==> src/scrlc_cfg.svh <==
/*
 * Offsets, field positions, reset values and timing for the soft reset and
 * live reconfiguration control. Assumes inclusion by bare name from src/.
 */
`ifndef SCRLC_CFG_SVH
`define SCRLC_CFG_SVH

// register offsets (7-bit address field)
`define SCRLC_ADDR_RESET_CONTROL 7'h09
`define SCRLC_ADDR_MODE_CONTROL 7'h0B
`define SCRLC_ADDR_FILTER_CONFIG 7'h0C
`define SCRLC_ADDR_STATUS 7'h0D
`define SCRLC_ADDR_DATA_HIGH 7'h0E
`define SCRLC_ADDR_DATA_LOW 7'h0F
`define SCRLC_ADDR_AMP_GAIN 7'h13
`define SCRLC_ADDR_POWER_DOWN_TWO 7'h15
`define SCRLC_ADDR_VOLT_CHAN_SEL 7'h17
`define SCRLC_ADDR_CURRENT_SOURCE 7'h18

// field positions
`define SCRLC_BIT_FULL_RESET 7
`define SCRLC_BIT_PATH_RESET 6
`define SCRLC_BIT_STOP 0
`define SCRLC_BIT_ST_NEW 0
`define SCRLC_BIT_ST_VALID 1
`define SCRLC_BIT_ST_INIT 2
`define SCRLC_BIT_ST_RUN 3

// reset values
`define SCRLC_RST_RESET_CONTROL 8'hC0
`define SCRLC_RST_MODE_CONTROL 8'h01
`define SCRLC_RST_MEAS_REG 8'h00

// serial frame: rw, 7 address bits, 8 data bits
`define SCRLC_FRAME_BITS 16
`define SCRLC_HDR_BITS 8

// timing
`define SCRLC_CLK_KHZ 40000
`define SCRLC_INIT_US 500
`define SCRLC_INIT_CYCLES (`SCRLC_INIT_US * `SCRLC_CLK_KHZ / 1000)
`define SCRLC_LP_OSC_KHZ 262
`define SCRLC_LP_TOGGLE_CYCLES (`SCRLC_CLK_KHZ / (2 * `SCRLC_LP_OSC_KHZ))
`define SCRLC_SCLK_HALF_CYCLES 8

`endif

==> src/scrlc_pkg.sv <==
/*
 * Types shared by both ends of the soft reset and live reconfiguration link.
 * Assumes scrlc_cfg.svh supplies the numbers.
 */
package scrlc_pkg;
  typedef enum logic [1:0] {
    SCRLC_INIT,
    SCRLC_STOPPED,
    SCRLC_RUNNING
  } scrlc_dev_state_type;

  typedef enum logic [2:0] {
    SCRLC_H_WAIT_INIT,
    SCRLC_H_IDLE,
    SCRLC_H_PRE_STOP,
    SCRLC_H_MAIN,
    SCRLC_H_RESTART
  } scrlc_host_state_type;
endpackage : scrlc_pkg

==> src/scrlc_if.sv <==
/*
 * Serial register link plus interrupt line between host and device.
 * Assumes the host makes the serial clock; all signals are single-driver.
 */
`timescale 1ns/100ps
`default_nettype none
interface scrlc_if;
  logic sclk;
  logic cs_n;
  logic mosi;
  logic miso;
  logic irq;
  modport device (input sclk, input cs_n, input mosi, output miso, output irq);
  modport host (output sclk, output cs_n, output mosi, input miso, input irq);
endinterface : scrlc_if
`default_nettype wire

==> src/scrlc_device.sv <==
/*
 * Device end: serial register slave, soft reset, measurement path reset,
 * initialization with toggling interrupt, live-writable register gating.
 * Assumes a host on scrlc_if and sample strobes from the converter on clk_in.
 */
// Function
// - zero in reset bit 7 resets whole device
// - full reset enters init, bit 6 reads one
// - init lasts 500 us, interrupt toggles
// - host ignores interrupt toggling during init
// - host configures only after init ends
// - reset bit 6 resets measurement path only
// - path reset restores only measurement registers
// - host path-resets only while stopped
// - external clock disabled during path reset
// - gain changes accepted while converting
// - first sample after gain change invalid
// - host skips first interrupt after gain change made while running
// - channel select and gain writable live
// - bypass and current source writable live
// - other registers need stop, configure, restart; mode and reset control are written without a stop
`timescale 1ns/100ps
`include "scrlc_cfg.svh"
`default_nettype none
module scrlc_device
  import scrlc_pkg::*;
#(
  parameter int INIT_CYCLES = `SCRLC_INIT_CYCLES
) (
  // clock and reset
  input wire logic clk_in,
  input wire logic reset_n_in,
  // link
  scrlc_if.device link,
  // converter side
  input wire logic sample_strobe_in,
  input wire logic [15:0] sample_data_in,
  // measurement path settings and device state flags
  output logic [7:0] amp_gain_out,
  output logic [7:0] power_down_two_out,
  output logic [7:0] volt_chan_sel_out,
  output logic [7:0] current_source_out,
  output logic [7:0] filter_config_out,
  output logic running_out,
  output logic init_active_out
);

  function automatic logic is_live(input logic [6:0] a);
    is_live = (a == `SCRLC_ADDR_AMP_GAIN) || (a == `SCRLC_ADDR_POWER_DOWN_TWO) ||
              (a == `SCRLC_ADDR_VOLT_CHAN_SEL) || (a == `SCRLC_ADDR_CURRENT_SOURCE);
  endfunction : is_live

  scrlc_dev_state_type state;
  logic [2:0] sclk_sync;
  logic [1:0] cs_sync;
  logic [1:0] mosi_sync;
  logic [4:0] bit_cnt;
  logic [15:0] shift_in;
  logic [7:0] shift_out;
  logic wr_stb;
  logic rd_stb;
  logic [6:0] wr_addr;
  logic [7:0] wr_data;
  logic [7:0] reset_control;
  logic [7:0] mode_control;
  logic [15:0] sample_data;
  logic st_new;
  logic st_valid;
  logic gain_pending;
  logic [$clog2(INIT_CYCLES + 1)-1:0] init_cnt;
  logic [7:0] lp_cnt;
  logic irq_q;
  logic full_reset;
  logic path_reset;
  logic wr_ok;
  logic [7:0] rd_value;

  wire sclk_rise = sclk_sync[1] & ~sclk_sync[2];
  wire sclk_fall = ~sclk_sync[1] & sclk_sync[2];
  wire cs_act = ~cs_sync[1];

  // link input synchronisers
  always_ff @(posedge clk_in) begin
    if (!reset_n_in) begin
      sclk_sync <= 3'h0;
      cs_sync <= 2'h3;
      mosi_sync <= 2'h0;
    end else begin
      sclk_sync <= {sclk_sync[1:0], link.sclk};
      cs_sync <= {cs_sync[0], link.cs_n};
      mosi_sync <= {mosi_sync[0], link.mosi};
    end
  end

  // serial frame receive
  always_ff @(posedge clk_in) begin
    if (!reset_n_in) begin
      bit_cnt <= 5'h00;
      shift_in <= 16'h0000;
      wr_stb <= 1'b0;
      rd_stb <= 1'b0;
      wr_addr <= 7'h00;
      wr_data <= 8'h00;
    end else begin
      wr_stb <= 1'b0;
      rd_stb <= 1'b0;
      if (!cs_act) begin
        bit_cnt <= 5'h00;
      end else if (sclk_rise) begin
        shift_in <= {shift_in[14:0], mosi_sync[1]};
        bit_cnt <= bit_cnt + 5'h01;
        if (bit_cnt == 5'(`SCRLC_HDR_BITS - 1)) begin
          rd_stb <= shift_in[6];
        end
        if (bit_cnt == 5'(`SCRLC_FRAME_BITS - 1) && !shift_in[14]) begin
          wr_stb <= 1'b1;
          wr_addr <= shift_in[13:7];
          wr_data <= {shift_in[6:0], mosi_sync[1]};
        end
      end
    end
  end

  always_comb begin
    case (shift_in[6:0])
      `SCRLC_ADDR_RESET_CONTROL: rd_value = reset_control;
      `SCRLC_ADDR_MODE_CONTROL: rd_value = mode_control;
      `SCRLC_ADDR_FILTER_CONFIG: rd_value = filter_config_out;
      `SCRLC_ADDR_STATUS: rd_value = {4'h0, running_out, init_active_out, st_valid, st_new};
      `SCRLC_ADDR_DATA_HIGH: rd_value = sample_data[15:8];
      `SCRLC_ADDR_DATA_LOW: rd_value = sample_data[7:0];
      `SCRLC_ADDR_AMP_GAIN: rd_value = amp_gain_out;
      `SCRLC_ADDR_POWER_DOWN_TWO: rd_value = power_down_two_out;
      `SCRLC_ADDR_VOLT_CHAN_SEL: rd_value = volt_chan_sel_out;
      `SCRLC_ADDR_CURRENT_SOURCE: rd_value = current_source_out;
      default: rd_value = 8'h00;
    endcase
  end

  // read data out, changed on falling serial clock
  always_ff @(posedge clk_in) begin
    if (!reset_n_in) begin
      shift_out <= 8'h00;
      link.miso <= 1'b0;
    end else if (rd_stb) begin
      shift_out <= rd_value;
    end else if (cs_act && sclk_fall && bit_cnt >= 5'(`SCRLC_HDR_BITS)) begin
      link.miso <= shift_out[7];
      shift_out <= {shift_out[6:0], 1'b0};
    end
  end

  // write decode; no writes during init, non-live ones other than mode and reset control only when stopped
  assign wr_ok = wr_stb && state != SCRLC_INIT &&
                 (state == SCRLC_STOPPED || is_live(wr_addr) ||
                  wr_addr == `SCRLC_ADDR_MODE_CONTROL ||
                  wr_addr == `SCRLC_ADDR_RESET_CONTROL);
  assign full_reset = wr_ok && wr_addr == `SCRLC_ADDR_RESET_CONTROL &&
                      !wr_data[`SCRLC_BIT_FULL_RESET];
  assign path_reset = wr_ok && wr_addr == `SCRLC_ADDR_RESET_CONTROL &&
                      wr_data[`SCRLC_BIT_FULL_RESET] && !wr_data[`SCRLC_BIT_PATH_RESET] &&
                      state == SCRLC_STOPPED;

  // reset control and mode control: untouched by a path reset
  always_ff @(posedge clk_in) begin
    if (!reset_n_in || full_reset) begin
      reset_control <= `SCRLC_RST_RESET_CONTROL;
      mode_control <= `SCRLC_RST_MODE_CONTROL;
    end else if (wr_ok && wr_addr == `SCRLC_ADDR_MODE_CONTROL) begin
      mode_control <= wr_data;
    end
  end

  // measurement path registers
  always_ff @(posedge clk_in) begin
    if (!reset_n_in || full_reset || path_reset) begin
      amp_gain_out <= `SCRLC_RST_MEAS_REG;
      power_down_two_out <= `SCRLC_RST_MEAS_REG;
      volt_chan_sel_out <= `SCRLC_RST_MEAS_REG;
      current_source_out <= `SCRLC_RST_MEAS_REG;
      filter_config_out <= `SCRLC_RST_MEAS_REG;
    end else if (wr_ok) begin
      case (wr_addr)
        `SCRLC_ADDR_AMP_GAIN: amp_gain_out <= wr_data;
        `SCRLC_ADDR_VOLT_CHAN_SEL: volt_chan_sel_out <= wr_data;
        `SCRLC_ADDR_POWER_DOWN_TWO: power_down_two_out <= wr_data;
        `SCRLC_ADDR_CURRENT_SOURCE: current_source_out <= wr_data;
        `SCRLC_ADDR_FILTER_CONFIG: filter_config_out <= wr_data;
        default: ;
      endcase
    end
  end

  // device state
  always_ff @(posedge clk_in) begin
    if (!reset_n_in || full_reset) begin
      state <= SCRLC_INIT;
      init_cnt <= '0;
    end else begin
      case (state)
        SCRLC_INIT: begin
          init_cnt <= init_cnt + ($clog2(INIT_CYCLES + 1))'(1);
          if (init_cnt == ($clog2(INIT_CYCLES + 1))'(INIT_CYCLES - 1)) begin
            state <= SCRLC_STOPPED;
          end
        end
        SCRLC_STOPPED: begin
          if (!mode_control[`SCRLC_BIT_STOP]) begin
            state <= SCRLC_RUNNING;
          end
        end
        SCRLC_RUNNING: begin
          if (mode_control[`SCRLC_BIT_STOP]) begin
            state <= SCRLC_STOPPED;
          end
        end
        default: state <= SCRLC_INIT;
      endcase
    end
  end

  always_ff @(posedge clk_in) begin
    if (!reset_n_in) begin
      running_out <= 1'b0;
      init_active_out <= 1'b1;
    end else begin
      running_out <= state == SCRLC_RUNNING;
      init_active_out <= state == SCRLC_INIT;
    end
  end

  // sample capture; first sample after a gain write is flagged invalid
  always_ff @(posedge clk_in) begin
    if (!reset_n_in || full_reset) begin
      sample_data <= 16'h0000;
      st_new <= 1'b0;
      st_valid <= 1'b0;
      gain_pending <= 1'b0;
    end else begin
      if (state == SCRLC_RUNNING && sample_strobe_in) begin
        sample_data <= sample_data_in;
        st_new <= 1'b1;
        st_valid <= !gain_pending;
        gain_pending <= 1'b0;
      end else if (rd_stb && shift_in[6:0] == `SCRLC_ADDR_STATUS) begin
        st_new <= 1'b0;
      end
      if (wr_ok && wr_addr == `SCRLC_ADDR_AMP_GAIN) begin
        gain_pending <= 1'b1;
      end
    end
  end

  // interrupt: low-power-rate toggle in init, else new-data flag
  always_ff @(posedge clk_in) begin
    if (!reset_n_in || full_reset) begin
      lp_cnt <= 8'h00;
      irq_q <= 1'b0;
    end else if (state == SCRLC_INIT) begin
      if (lp_cnt == 8'(`SCRLC_LP_TOGGLE_CYCLES - 1)) begin
        lp_cnt <= 8'h00;
        irq_q <= ~irq_q;
      end else begin
        lp_cnt <= lp_cnt + 8'h01;
      end
    end else begin
      lp_cnt <= 8'h00;
      irq_q <= 1'b0;
    end
  end

  always_ff @(posedge clk_in) begin
    if (!reset_n_in) begin
      link.irq <= 1'b0;
    end else begin
      link.irq <= (state == SCRLC_INIT) ? irq_q : st_new;
    end
  end

endmodule : scrlc_device
`default_nettype wire

==> src/flat_wrapper.sv <==
// flat-port wrapper written by rule: the top's interface ports become plain ports
module scrlc_device_flat import scrlc_pkg::*;
#(
  parameter int INIT_CYCLES = `SCRLC_INIT_CYCLES
)
  (clk_in, reset_n_in, sample_strobe_in, sample_data_in, amp_gain_out, power_down_two_out, volt_chan_sel_out, current_source_out, filter_config_out, running_out, init_active_out, link_sclk, link_cs_n, link_mosi, link_miso, link_irq);
  scrlc_if link_i ();
  input wire logic clk_in;
  input wire logic reset_n_in;
  input wire logic sample_strobe_in;
  input wire logic [15:0] sample_data_in;
  output logic [7:0] amp_gain_out;
  output logic [7:0] power_down_two_out;
  output logic [7:0] volt_chan_sel_out;
  output logic [7:0] current_source_out;
  output logic [7:0] filter_config_out;
  output logic running_out;
  output logic init_active_out;
  input wire logic [$bits(link_i.sclk)-1:0] link_sclk;
  input wire logic [$bits(link_i.cs_n)-1:0] link_cs_n;
  input wire logic [$bits(link_i.mosi)-1:0] link_mosi;
  output wire logic [$bits(link_i.miso)-1:0] link_miso;
  output wire logic [$bits(link_i.irq)-1:0] link_irq;
  assign link_i.sclk = link_sclk;
  assign link_i.cs_n = link_cs_n;
  assign link_i.mosi = link_mosi;
  assign link_miso = link_i.miso;
  assign link_irq = link_i.irq;
  scrlc_device #(.INIT_CYCLES(INIT_CYCLES)) u_core (.clk_in(clk_in), .reset_n_in(reset_n_in), .link(link_i), .sample_strobe_in(sample_strobe_in), .sample_data_in(sample_data_in), .amp_gain_out(amp_gain_out), .power_down_two_out(power_down_two_out), .volt_chan_sel_out(volt_chan_sel_out), .current_source_out(current_source_out), .filter_config_out(filter_config_out), .running_out(running_out), .init_active_out(init_active_out));
endmodule
==> config.mk <==
export PLATFORM = sky130hd
export DESIGN_NAME = scrlc_device_flat
export DESIGN_NICKNAME = d
export VERILOG_FILES = /design/src/scrlc_pkg.sv /design/src/scrlc_if.sv /design/src/scrlc_device.sv /design/src/flat_wrapper.sv
export VERILOG_INCLUDE_DIRS = /design/src /design/src/src
export SDC_FILE = /design/constraint.sdc
export NUM_CORES = 1
export LEC_CHECK = 0
export BUFFER_PORTS_ARGS = -buffer_cell sky130_fd_sc_hd__buf_2
export CAP_MARGIN = 40
export CORE_ASPECT_RATIO = 1.1
export CORE_MARGIN = 4
export CORE_UTILIZATION = 45
export DETAILED_ROUTE_END_ITERATION = 8
export GPL_TIMING_DRIVEN = 1
export PLACE_DENSITY = 0.68
export SLEW_MARGIN = 20
export SYNTH_ARGS = -nofsm -noshare
export SYNTH_HDL_FRONTEND = slang
export SYNTH_SLANG_ARGS = --single-unit
==> constraint.sdc <==
create_clock -name clk_in -period 3.8 [get_ports clk_in]
set_input_delay 0.19 -clock clk_in [delete_from_list [all_inputs] [get_ports clk_in]]
set_output_delay 0.19 -clock clk_in [all_outputs]
set_load 0.005 [all_outputs]
==> results of run 1 <==
-- cell type report --
cell class	count	area (sq um)	area share
repair buffers	83	485	0.0654
multi-input cells	515	3120	0.420
inverters	8	30.0	0.00405
clock inverters	9	103	0.0138
flip-flops and latches	149	2980	0.402
clock buffers	23	468	0.0631
well taps	188	235	0.0317
-- state kept, by name, indices dropped and copies added, names as in the netlist, 2 cells and up --
| register | cells |
|---|---|
| u_core.filter_config_out | 8 |
| u_core.mosi_sync | 2 |
| u_core.wr_data | 8 |
| u_core.shift_in | 15 |
| u_core.shift_out | 8 |
| u_core.init_cnt | 15 |
| u_core.cs_sync | 2 |
| u_core.mode_control | 8 |
| u_core.sclk_sync | 3 |
| u_core.lp_cnt | 8 |
| u_core.current_source_out | 8 |
| u_core.amp_gain_out | 8 |
| u_core.power_down_two_out | 8 |
| u_core.sample_data | 16 |
| u_core.state | 2 |
| u_core.bit_cnt | 5 |
| u_core.volt_chan_sel_out | 8 |
| u_core.wr_addr | 7 |
-- worst register-to-register path, cell delays in order, from the launching register on --
cell and delay [ps]:
dfxtp_1 510, or4b_4 650, nor2_1 450, a22oi_1 180, a31o_2 290, a221oi_2 250
-- worst max path at each step --
stage | from | to | depth (start not counted)
5_1_grt | u_core.sclk_sync[1] | u_core.wr_data[1] | 6
4_1_cts | u_core.shift_in[1] | u_core.shift_out[7] | 5
3_3_place_gp | u_core.shift_in[1] | u_core.shift_out[7] | 5
2_1_floorplan | u_core.shift_in[2] | u_core.shift_out[7] | 6
6_report | u_core.shift_in[2] | u_core.shift_out[7] | 5
3_5_place_dp | u_core.shift_in[1] | u_core.shift_out[7] | 5
-- per-layer routing --
metal / part of all wire / vias to the layer above / wire length, um / global-route usage
li1: - / 2576 / - / -
met1: 0.43 / 2484 / 7220 / 0.264
met2: 0.51 / 156 / 8580 / 0.382
met3: 0.046 / 24 / 786 / 0.0446
met4: 0.021 / 0 / 348 / 0.0693
met5: 0 / - / 0 / 0
-- metrics by stage --
step,utilization,area (sq um),hold WS [ps],std cells,power [W]
final,0.538,7420,12.6,975,0.00326
after global routing,0.538,7420,2.91,975,0.00336
after CTS,0.537,7400,0.859,974,0.00328
after detailed placement,0.490,6760,385,935,0.00167
after global placement,0.489,6740,378,932,0.00167
after floorplan,-,6320,291,716,0.00165
-- report_power, final --
part	leakage (nW)	internal, W	total (W)	switching, W
registers	1.20	0.00157	0.00158	0.00000605
logic	1.34	0.0000251	0.0000635	0.0000383
clock network	0.285	0.000997	0.00162	0.000619
-- logic make-up after synthesis --
kind of cell / count (synthesis) / synth area share
flops: 149 / 0.472
buf+inv: 52 / 0.0358
fa+ha+maj: 5 / 0.00990
mux: 62 / 0.101
compound gates: 116 / 0.118
simple gates: 308 / 0.229
xor+xnor: 24 / 0.0333
-- placed cells by master, fill, tap and decap left out, drive strengths merged, types with 8 or more instances in the layout --
cell,Yosys,routed
nand2b,8,8
clkinv,1,8
clkbuf,26,23
o21ai,12,12
nand3,11,11
nand4,9,9
nor2,99,99
dfxtp,149,149
mux2i,56,56
and2,10,10
a21oi,57,57
xor2,15,15
nor2b,8,8
xnor2,9,9
and3,9,9
buf,18,76
nand2,117,117
-- synth_stat cells (6+ instances only) --
library cell,instances
a21oi_1,57
a22oi_1,7
and2_1,9
and3_1,9
buf_2,10
clkbuf_1,26
dfxtp_1,149
inv_1,7
mux2i_1,56
nand2_1,117
nand2b_1,8
nand3_1,11
nand4_1,9
nor2_1,99
nor2b_1,8
nor4b_1,6
o21ai_0,11
o22ai_1,6
xnor2_1,9
xor2_1,15
==> flow_summary.ini, run 1 <==
[status]
status = completed

[clock_network]
cts.repair.resized = 0
cts_hold_buf = 7
cts_max_path_buffers = 2
cts_tree = yes
clock_latency_ps = 420
ctsRootBufferMaster = clkbuf_16
h-tree-depth = 4
post_cts_buffers = 0
clk_pin_slew_ps = 60
numCtsBuffers = 17
clock-sinks = 149

[global_route]
antenna_found_initial = 0
grt_max_degree = 45
grt_pass1_vias = 5072
grt_remaining_overflow = 0
groute.usage.overall = 0.217
grt_pass1_wl_um = 27200

[worst_setup_path]
rr_startpoint = u_core.shift_in[2]
path_class = flop to flop
cp-start-kind = flop
cp.required_ps = 4130
arrival_ps = 2750
cp_max_fo = 19
critPathMaxStageDelay_ps = 650
cp_num_buf_inv = 0
r2r_end = u_core.shift_out[7]
crit_chain = or4b_4, nor2_1, a22oi_1, a31o_2, a221oi_2
critPathTopFamily = simple AND/OR/NAND/NOR gates
crit_slowest_cell = or4b_4
rr_worst_depth = 5
end_kind = flop
r2r_slack_ps = 1380

[detailed_routing]
drt_first_pass_iters = 5
routed_via_density = 5.37
drt_iter0_drc = 369
wl_per_cell_um = 17.4
wl_um = 16900
drcViolationCount = 0
via_count = 5240
ant_nets = 0

[finish]
drive_gt1_frac = 0.158
diodes = 0
nets = 801
fill_cells = 1295
syn2layout_area_growth_pct = 17.4

[floorplan]
initial_utilization = 0.458
core_sq_mm = 0.0138
io_pins = 66
rows = 45
die-area_sq_mm = 0.0160
die_width_um = 121
die_y_um = 132

[hold_path]
holdPathStages = 3
min_to = u_core.sample_data[5]
hold_class = input pin to flop
hold_path.startpoint = sample_data_in[5]

[sta]
tightest_slew_ps = 785
worst_slack_ps = 1380
maxSlewViolCount = 0
max_freq_mhz = 413
hold_viol_final = 0
post-route-period-util = 0.637
fin_skew_ps = 7.68
setup_tns_ps = 0
rsz0062_at_grt = false
fin_crit_ps = 2420
slew-limit-headroom = 0.477
finalSetupViolCount = 0

[synthesis]
synth.largest_area_cell = dfxtp_1
ys.flop_type = dfxtp_1
ys_types = 67
syn_inst = 716
yosysWarnings = 0
synth_area_per_cell_sq_um = 8.82
ys_ff_latch = 149
synth.top_cell.area_share = 0.472
synth_area_leaders = dfxtp_1 (47%), mux2i_1 (8.9%), nand2_1 (7.0%)
ys_seq_area_frac = 0.472
ys_async_sr_fraction = 0
synth_edf_count = 0
synth_area_sq_mm = 0.00632
syn_nets = 743

[placement]
pre_cts_ws_ps = 1340
place_congestion = 0.970
port_buffers = 65
hpwl_um = 12100

[power]
p_leak_nw = 2.83
max-vdd-ir-drop_mv = 0.302
p_per_area_mw_per_mm2 = 439

[run]
drv_cap = 0
No activity file was read; power rests on OpenSTA's default activity.
==> run 2: changes to the inputs <==
- PLACE_DENSITY: 0.68 -> 0.7
- clock period: 3.8 -> 2.1 ns (I/O delays scaled with it)
==> flow_summary.ini, run 2 (synthesized netlist as in run 1, its figures left out) <==
[hold_path]
holdPathStages = 3
min_to = u_core.cs_sync[0]
hold_path.startpoint = reset_n_in
hold_class = input pin to flop

[sta]
slew-limit-headroom = 0.596
finalSetupViolCount = 0
fin_skew_ps = 7.66
setup_tns_ps = 0
hold_slack_ps = 117
max_freq_mhz = 493
fin_crit_ps = 2030
post-route-period-util = 0.966
maxSlewViolCount = 0
rsz0062_at_grt = false
tightest_slew_ps = 605
hold_viol_final = 0

[detailed_routing]
drcViolationCount = 0
routed_via_density = 5.38
wl_um = 17200
drt_first_pass_iters = 6
drt_iter0_drc = 328
wl_per_cell_um = 16.9
ant_nets = 0
via_count = 5495

[global_route]
grt_remaining_overflow = 0
grt_pass1_vias = 5392
antenna_found_initial = 0
grt_max_degree = 41
groute.usage.overall = 0.220
grt_pass1_wl_um = 27600

[finish]
final_common_cell = dfxtp_1
registers.top_by_ff_count = u_core.sample_data
fill_cells = 1205
fin_area_sq_mm = 0.00795
multi_input_comb_area_sq_mm = 0.00312
seq_area_sq_mm = 0.00298
largest_reg_flops = 16
final_cell_mix = dfxtp_1 (149), nand2_1 (117), nor2_1 (98)
reg_top3 = u_core.sample_data (16), u_core.init_cnt (15), u_core.shift_in (15)
syn2layout_area_growth_pct = 25.7
finish.utilization = 0.576
diodes = 0
nets = 847
drive_gt1_frac = 0.197

[floorplan]
io_pins = 66
initial_utilization = 0.458
rows = 45
die_y_um = 132
die_width_um = 121
core_sq_mm = 0.0138
die-area_sq_mm = 0.0160

[worst_setup_path]
cp.required_ps = 2450
rr_startpoint = u_core.shift_in[5]
rr_worst_depth = 5
r2r_slack_ps = 70
arrival_ps = 2380
cp_max_fo = 9
cp-start-kind = flop
path_class = flop to flop
end_kind = flop
r2r_end = u_core.shift_out[6]

[placement]
port_buffers = 65
place_congestion = 0.937
hpwl_um = 12400
dpl-instance-area_sq_mm = 0.00706

[run]
drv_cap = 0

[clock_network]
post_cts_buffers = 0
clk_pin_slew_ps = 60
cts_max_path_buffers = 2
ctsRootBufferMaster = clkbuf_16
cts_tree = yes
numCtsBuffers = 17
clock-sinks = 149
h-tree-depth = 4
clock_latency_ps = 420

[power]
p_per_area_mw_per_mm2 = 811
max-vdd-ir-drop_mv = 0.525
p_leak_nw = 3.10

[status]
status = completed
## run 2: changes by cell type in the layout (fill, tap and decap cells not counted), moves of 3 or more
cell,before,now
dlygate4sd3_1,7,19
clkbuf_1,4,1
buf_12,0,3
bufinv_16,2,6
clkinv_2,5,1
clkinvlp_4,0,3
buf_4,8,42
## run 2: area by class of cell
| class | count | area share |
|---|---|---|
| Timing Repair Buffer | 129 | 0.112 |
| Clock buffer | 20 | 0.0575 |
| Clock inverter | 12 | 0.0283 |
| Tap cell | 188 | 0.0296 |
| Multi-Input combinational cell | 515 | 0.393 |
| Sequential cell | 149 | 0.375 |
| Inverter | 8 | 0.00378 |
## run 2: routing by layer
metal	wire length [um]	up-vias	GRT usage
met5	0	-	0
met4	745	0	0.120
met3	630	43	0.0438
met2	8870	143	0.382
met1	7000	2631	0.250
li1	-	2678	-
## run 2: worst max path at each step
stage                       start             endpoint  slack [ps]  depth (start not counted)
5_1_grt        u_core.shift_in[5]  u_core.shift_out[1]          20                          6
4_1_cts        u_core.shift_in[5]  u_core.shift_out[6]         100                          5
3_3_place_gp   u_core.shift_in[5]  u_core.shift_out[6]         120                          5
2_1_floorplan  u_core.shift_in[2]  u_core.shift_out[7]         140                          6
6_report       u_core.shift_in[5]  u_core.shift_out[6]          70                          5
3_5_place_dp   u_core.shift_in[5]  u_core.shift_out[6]         130                          5
## run 2: through the flow
stage,instances,total power (W),worst slack [ps]
floorplan,716,0.00299,141
global placement,970,0.00303,119
detailed placement,970,0.00303,125
CTS,1021,0.00649,104
global route,1021,0.00663,15.1
finish,1021,0.00644,71.9
## run 2: where the power goes
group / internal, W / leakage [nW] / total [W] / switching, W
clock: 0.00229 / 0.322 / 0.00345 / 0.00116
combinational: 0.0000675 / 1.58 / 0.000143 / 0.0000750
sequential: 0.00284 / 1.20 / 0.00285 / 0.0000106
total: 0.00520 / 3.10 / 0.00644 / 0.00124
## run 2: repair_timing
action,CTS,global route
gates resized for setup,0,2
setup endpoints to repair,0,8
hold buffers,19,0
hold endpoints to repair,19,0
## run 2: critical path, stage by stage, from the launching register on
cell and delay (ps):
dfxtp_1 380, or4b_2 710, a2111oi_0 460, a221oi_1 90, o2111ai_1 170, o2bb2ai_1 150
==> run 3: changes to the inputs <==
--- a/config.mk
+++ b/config.mk
@@ -15,4 +15,4 @@
 export GPL_TIMING_DRIVEN = 1
-export PLACE_DENSITY = 0.7
-export SLEW_MARGIN = 20
+export PLACE_DENSITY = 0.68
+export SLEW_MARGIN = 15
 export SYNTH_ARGS = -nofsm -noshare
==> constraint.sdc (replaced) <==
create_clock -name clk_in -period 2.3 [get_ports clk_in]
set_input_delay 0.23 -clock clk_in [delete_from_list [all_inputs] [get_ports clk_in]]
set_output_delay 0.23 -clock clk_in [all_outputs]
set_load 0.005 [all_outputs]
==> flow_summary.ini, run 3 (synthesized netlist as in run 1, its figures left out) <==
[status]
status = completed

[finish]
syn2layout_area_growth_pct = 18.8
final_common_cell = dfxtp_1
fin_area_sq_mm = 0.00751
drive_gt1_frac = 0.178
largest_reg_flops = 16
reg_top3 = u_core.sample_data (16), u_core.init_cnt (15), u_core.shift_in (15)
nets = 812
final_cell_mix = dfxtp_1 (149), nand2_1 (117), nor2_1 (99)
registers.top_by_ff_count = u_core.sample_data
diodes = 0

[detailed_routing]
wl_um = 16600
drcViolationCount = 0
via_count = 5356
drt_first_pass_iters = 5
drt_iter0_drc = 386
ant_nets = 0
routed_via_density = 5.44
wl_per_cell_um = 16.8

[floorplan]
rows = 45
die-area_sq_mm = 0.0160
die_y_um = 132
die_width_um = 121
initial_utilization = 0.458
core_sq_mm = 0.0138
io_pins = 66

[run]
drv_cap = 0

[global_route]
grt_pass1_wl_um = 26700
antenna_found_initial = 0
groute.usage.overall = 0.210
grt_remaining_overflow = 0
grt_max_degree = 45
grt_pass1_vias = 5171

[worst_setup_path]
cp-start-kind = flop
critPathMaxStageDelay_ps = 520
end_kind = flop
crit_chain = or3b_1, or4_4, o21ai_4, buf_4, a21oi_1
cp.required_ps = 2570
arrival_ps = 2380
crit_slowest_cell = or4_4
cp_max_fo = 44
path_class = flop to flop

[power]
max-vdd-ir-drop_mv = 0.519
p_per_area_mw_per_mm2 = 725
p_clk_frac = 0.502
finalPower_w = 0.00544
pwr-share-seq = 0.479
p_leak_nw = 2.89
switching_share = 0.203
power.switching_w = 0.00110
power.internal_w = 0.00434
combPwrFrac = 0.019

[sta]
maxSlewViolCount = 0
fin_skew_ps = 5.98
rsz0062_at_grt = false
max_freq_mhz = 473
post-route-period-util = 0.919
tightest_slew_ps = 576
slew-limit-headroom = 0.615
fin_crit_ps = 2110
hold_viol_final = 0
finalSetupViolCount = 0
setup_tns_ps = 0

[clock_network]
clk_pin_slew_ps = 60
clock_latency_ps = 410
cts_max_path_buffers = 2
clock-sinks = 149
ctsRootBufferMaster = clkbuf_16
post_cts_buffers = 0
h-tree-depth = 4
numCtsBuffers = 17
cts_hold_buf = 1
cts_tree = yes
cts.repair.resized = 0

[placement]
hpwl_um = 12200
dpl-instance-area_sq_mm = 0.00691
place_congestion = 0.891
port_buffers = 65

[hold_path]
hold_class = input pin to flop
==> run 3: cell types whose count changed in the layout (fill, tap and decap cells not counted), moves of 2 or more <==
cell and change:
bufinv_16 -4, buf_12 -2, buf_4 -15, clkbuf_8 +2
dlygate4sd3_1 -18
==> run 3: metrics by stage <==
step	hold WS (ps)	instances	utilization	worst slack, ps
floorplan	331	716	-	341
global placement	389	953	0.501	213
detailed placement	392	953	0.501	225
CTS	13.0	984	0.544	194
global route	24.2	984	0.544	70.4
finish	23.8	984	0.544	185
==> run 3: final timing paths <==
path	start	to	slack [ps]	cells after the start
setup / recovery	u_core.wr_addr[3]	u_core.st_new	190	5
hold reg to reg	u_core.cs_sync[0]	u_core.cs_sync[1]	400	1
hold / removal	link_mosi	u_core.mosi_sync[0]	20	2
setup reg to reg	u_core.wr_addr[3]	u_core.st_new	190	5
==> run 3: area by class of cell <==
class                   count  area (sq um)
fillers                  1221          6290
repair buffers             94           558
multi-input cells         515          3120
well taps                 188           235
inverters                   8          30.0
clock inverters             7          97.6
clock buffers              23           488
flip-flops and latches    149          2980
==> run 3: per-layer routing <==
layer  GRT usage  part of all wire  wire length, um  up-vias
met5           0                 0                0        -
met4       0.106             0.045              748        0
met3      0.0421             0.040              658       39
met2       0.354              0.49             8170      149
met1       0.253              0.42             7000     2568
li1            -                 -                -     2600
==> run 3: critical path: cells and delay by family (launching register included) <==
family	cells	cell delay [ps]
simple gates	2	920
buf+inv	1	410
flops	1	390
compound gates	2	230
==> run 3: power groups by stage <==
stage          logic [W]  registers, W  clock network, W
2_1_floorplan  0.0000670       0.00266                 0
3_3_place_gp   0.0000977       0.00266                 0
3_5_place_dp    0.000102       0.00266                 0
4_1_cts         0.000103       0.00261           0.00277
5_1_grt         0.000115       0.00261           0.00289
6_report        0.000102       0.00261           0.00273
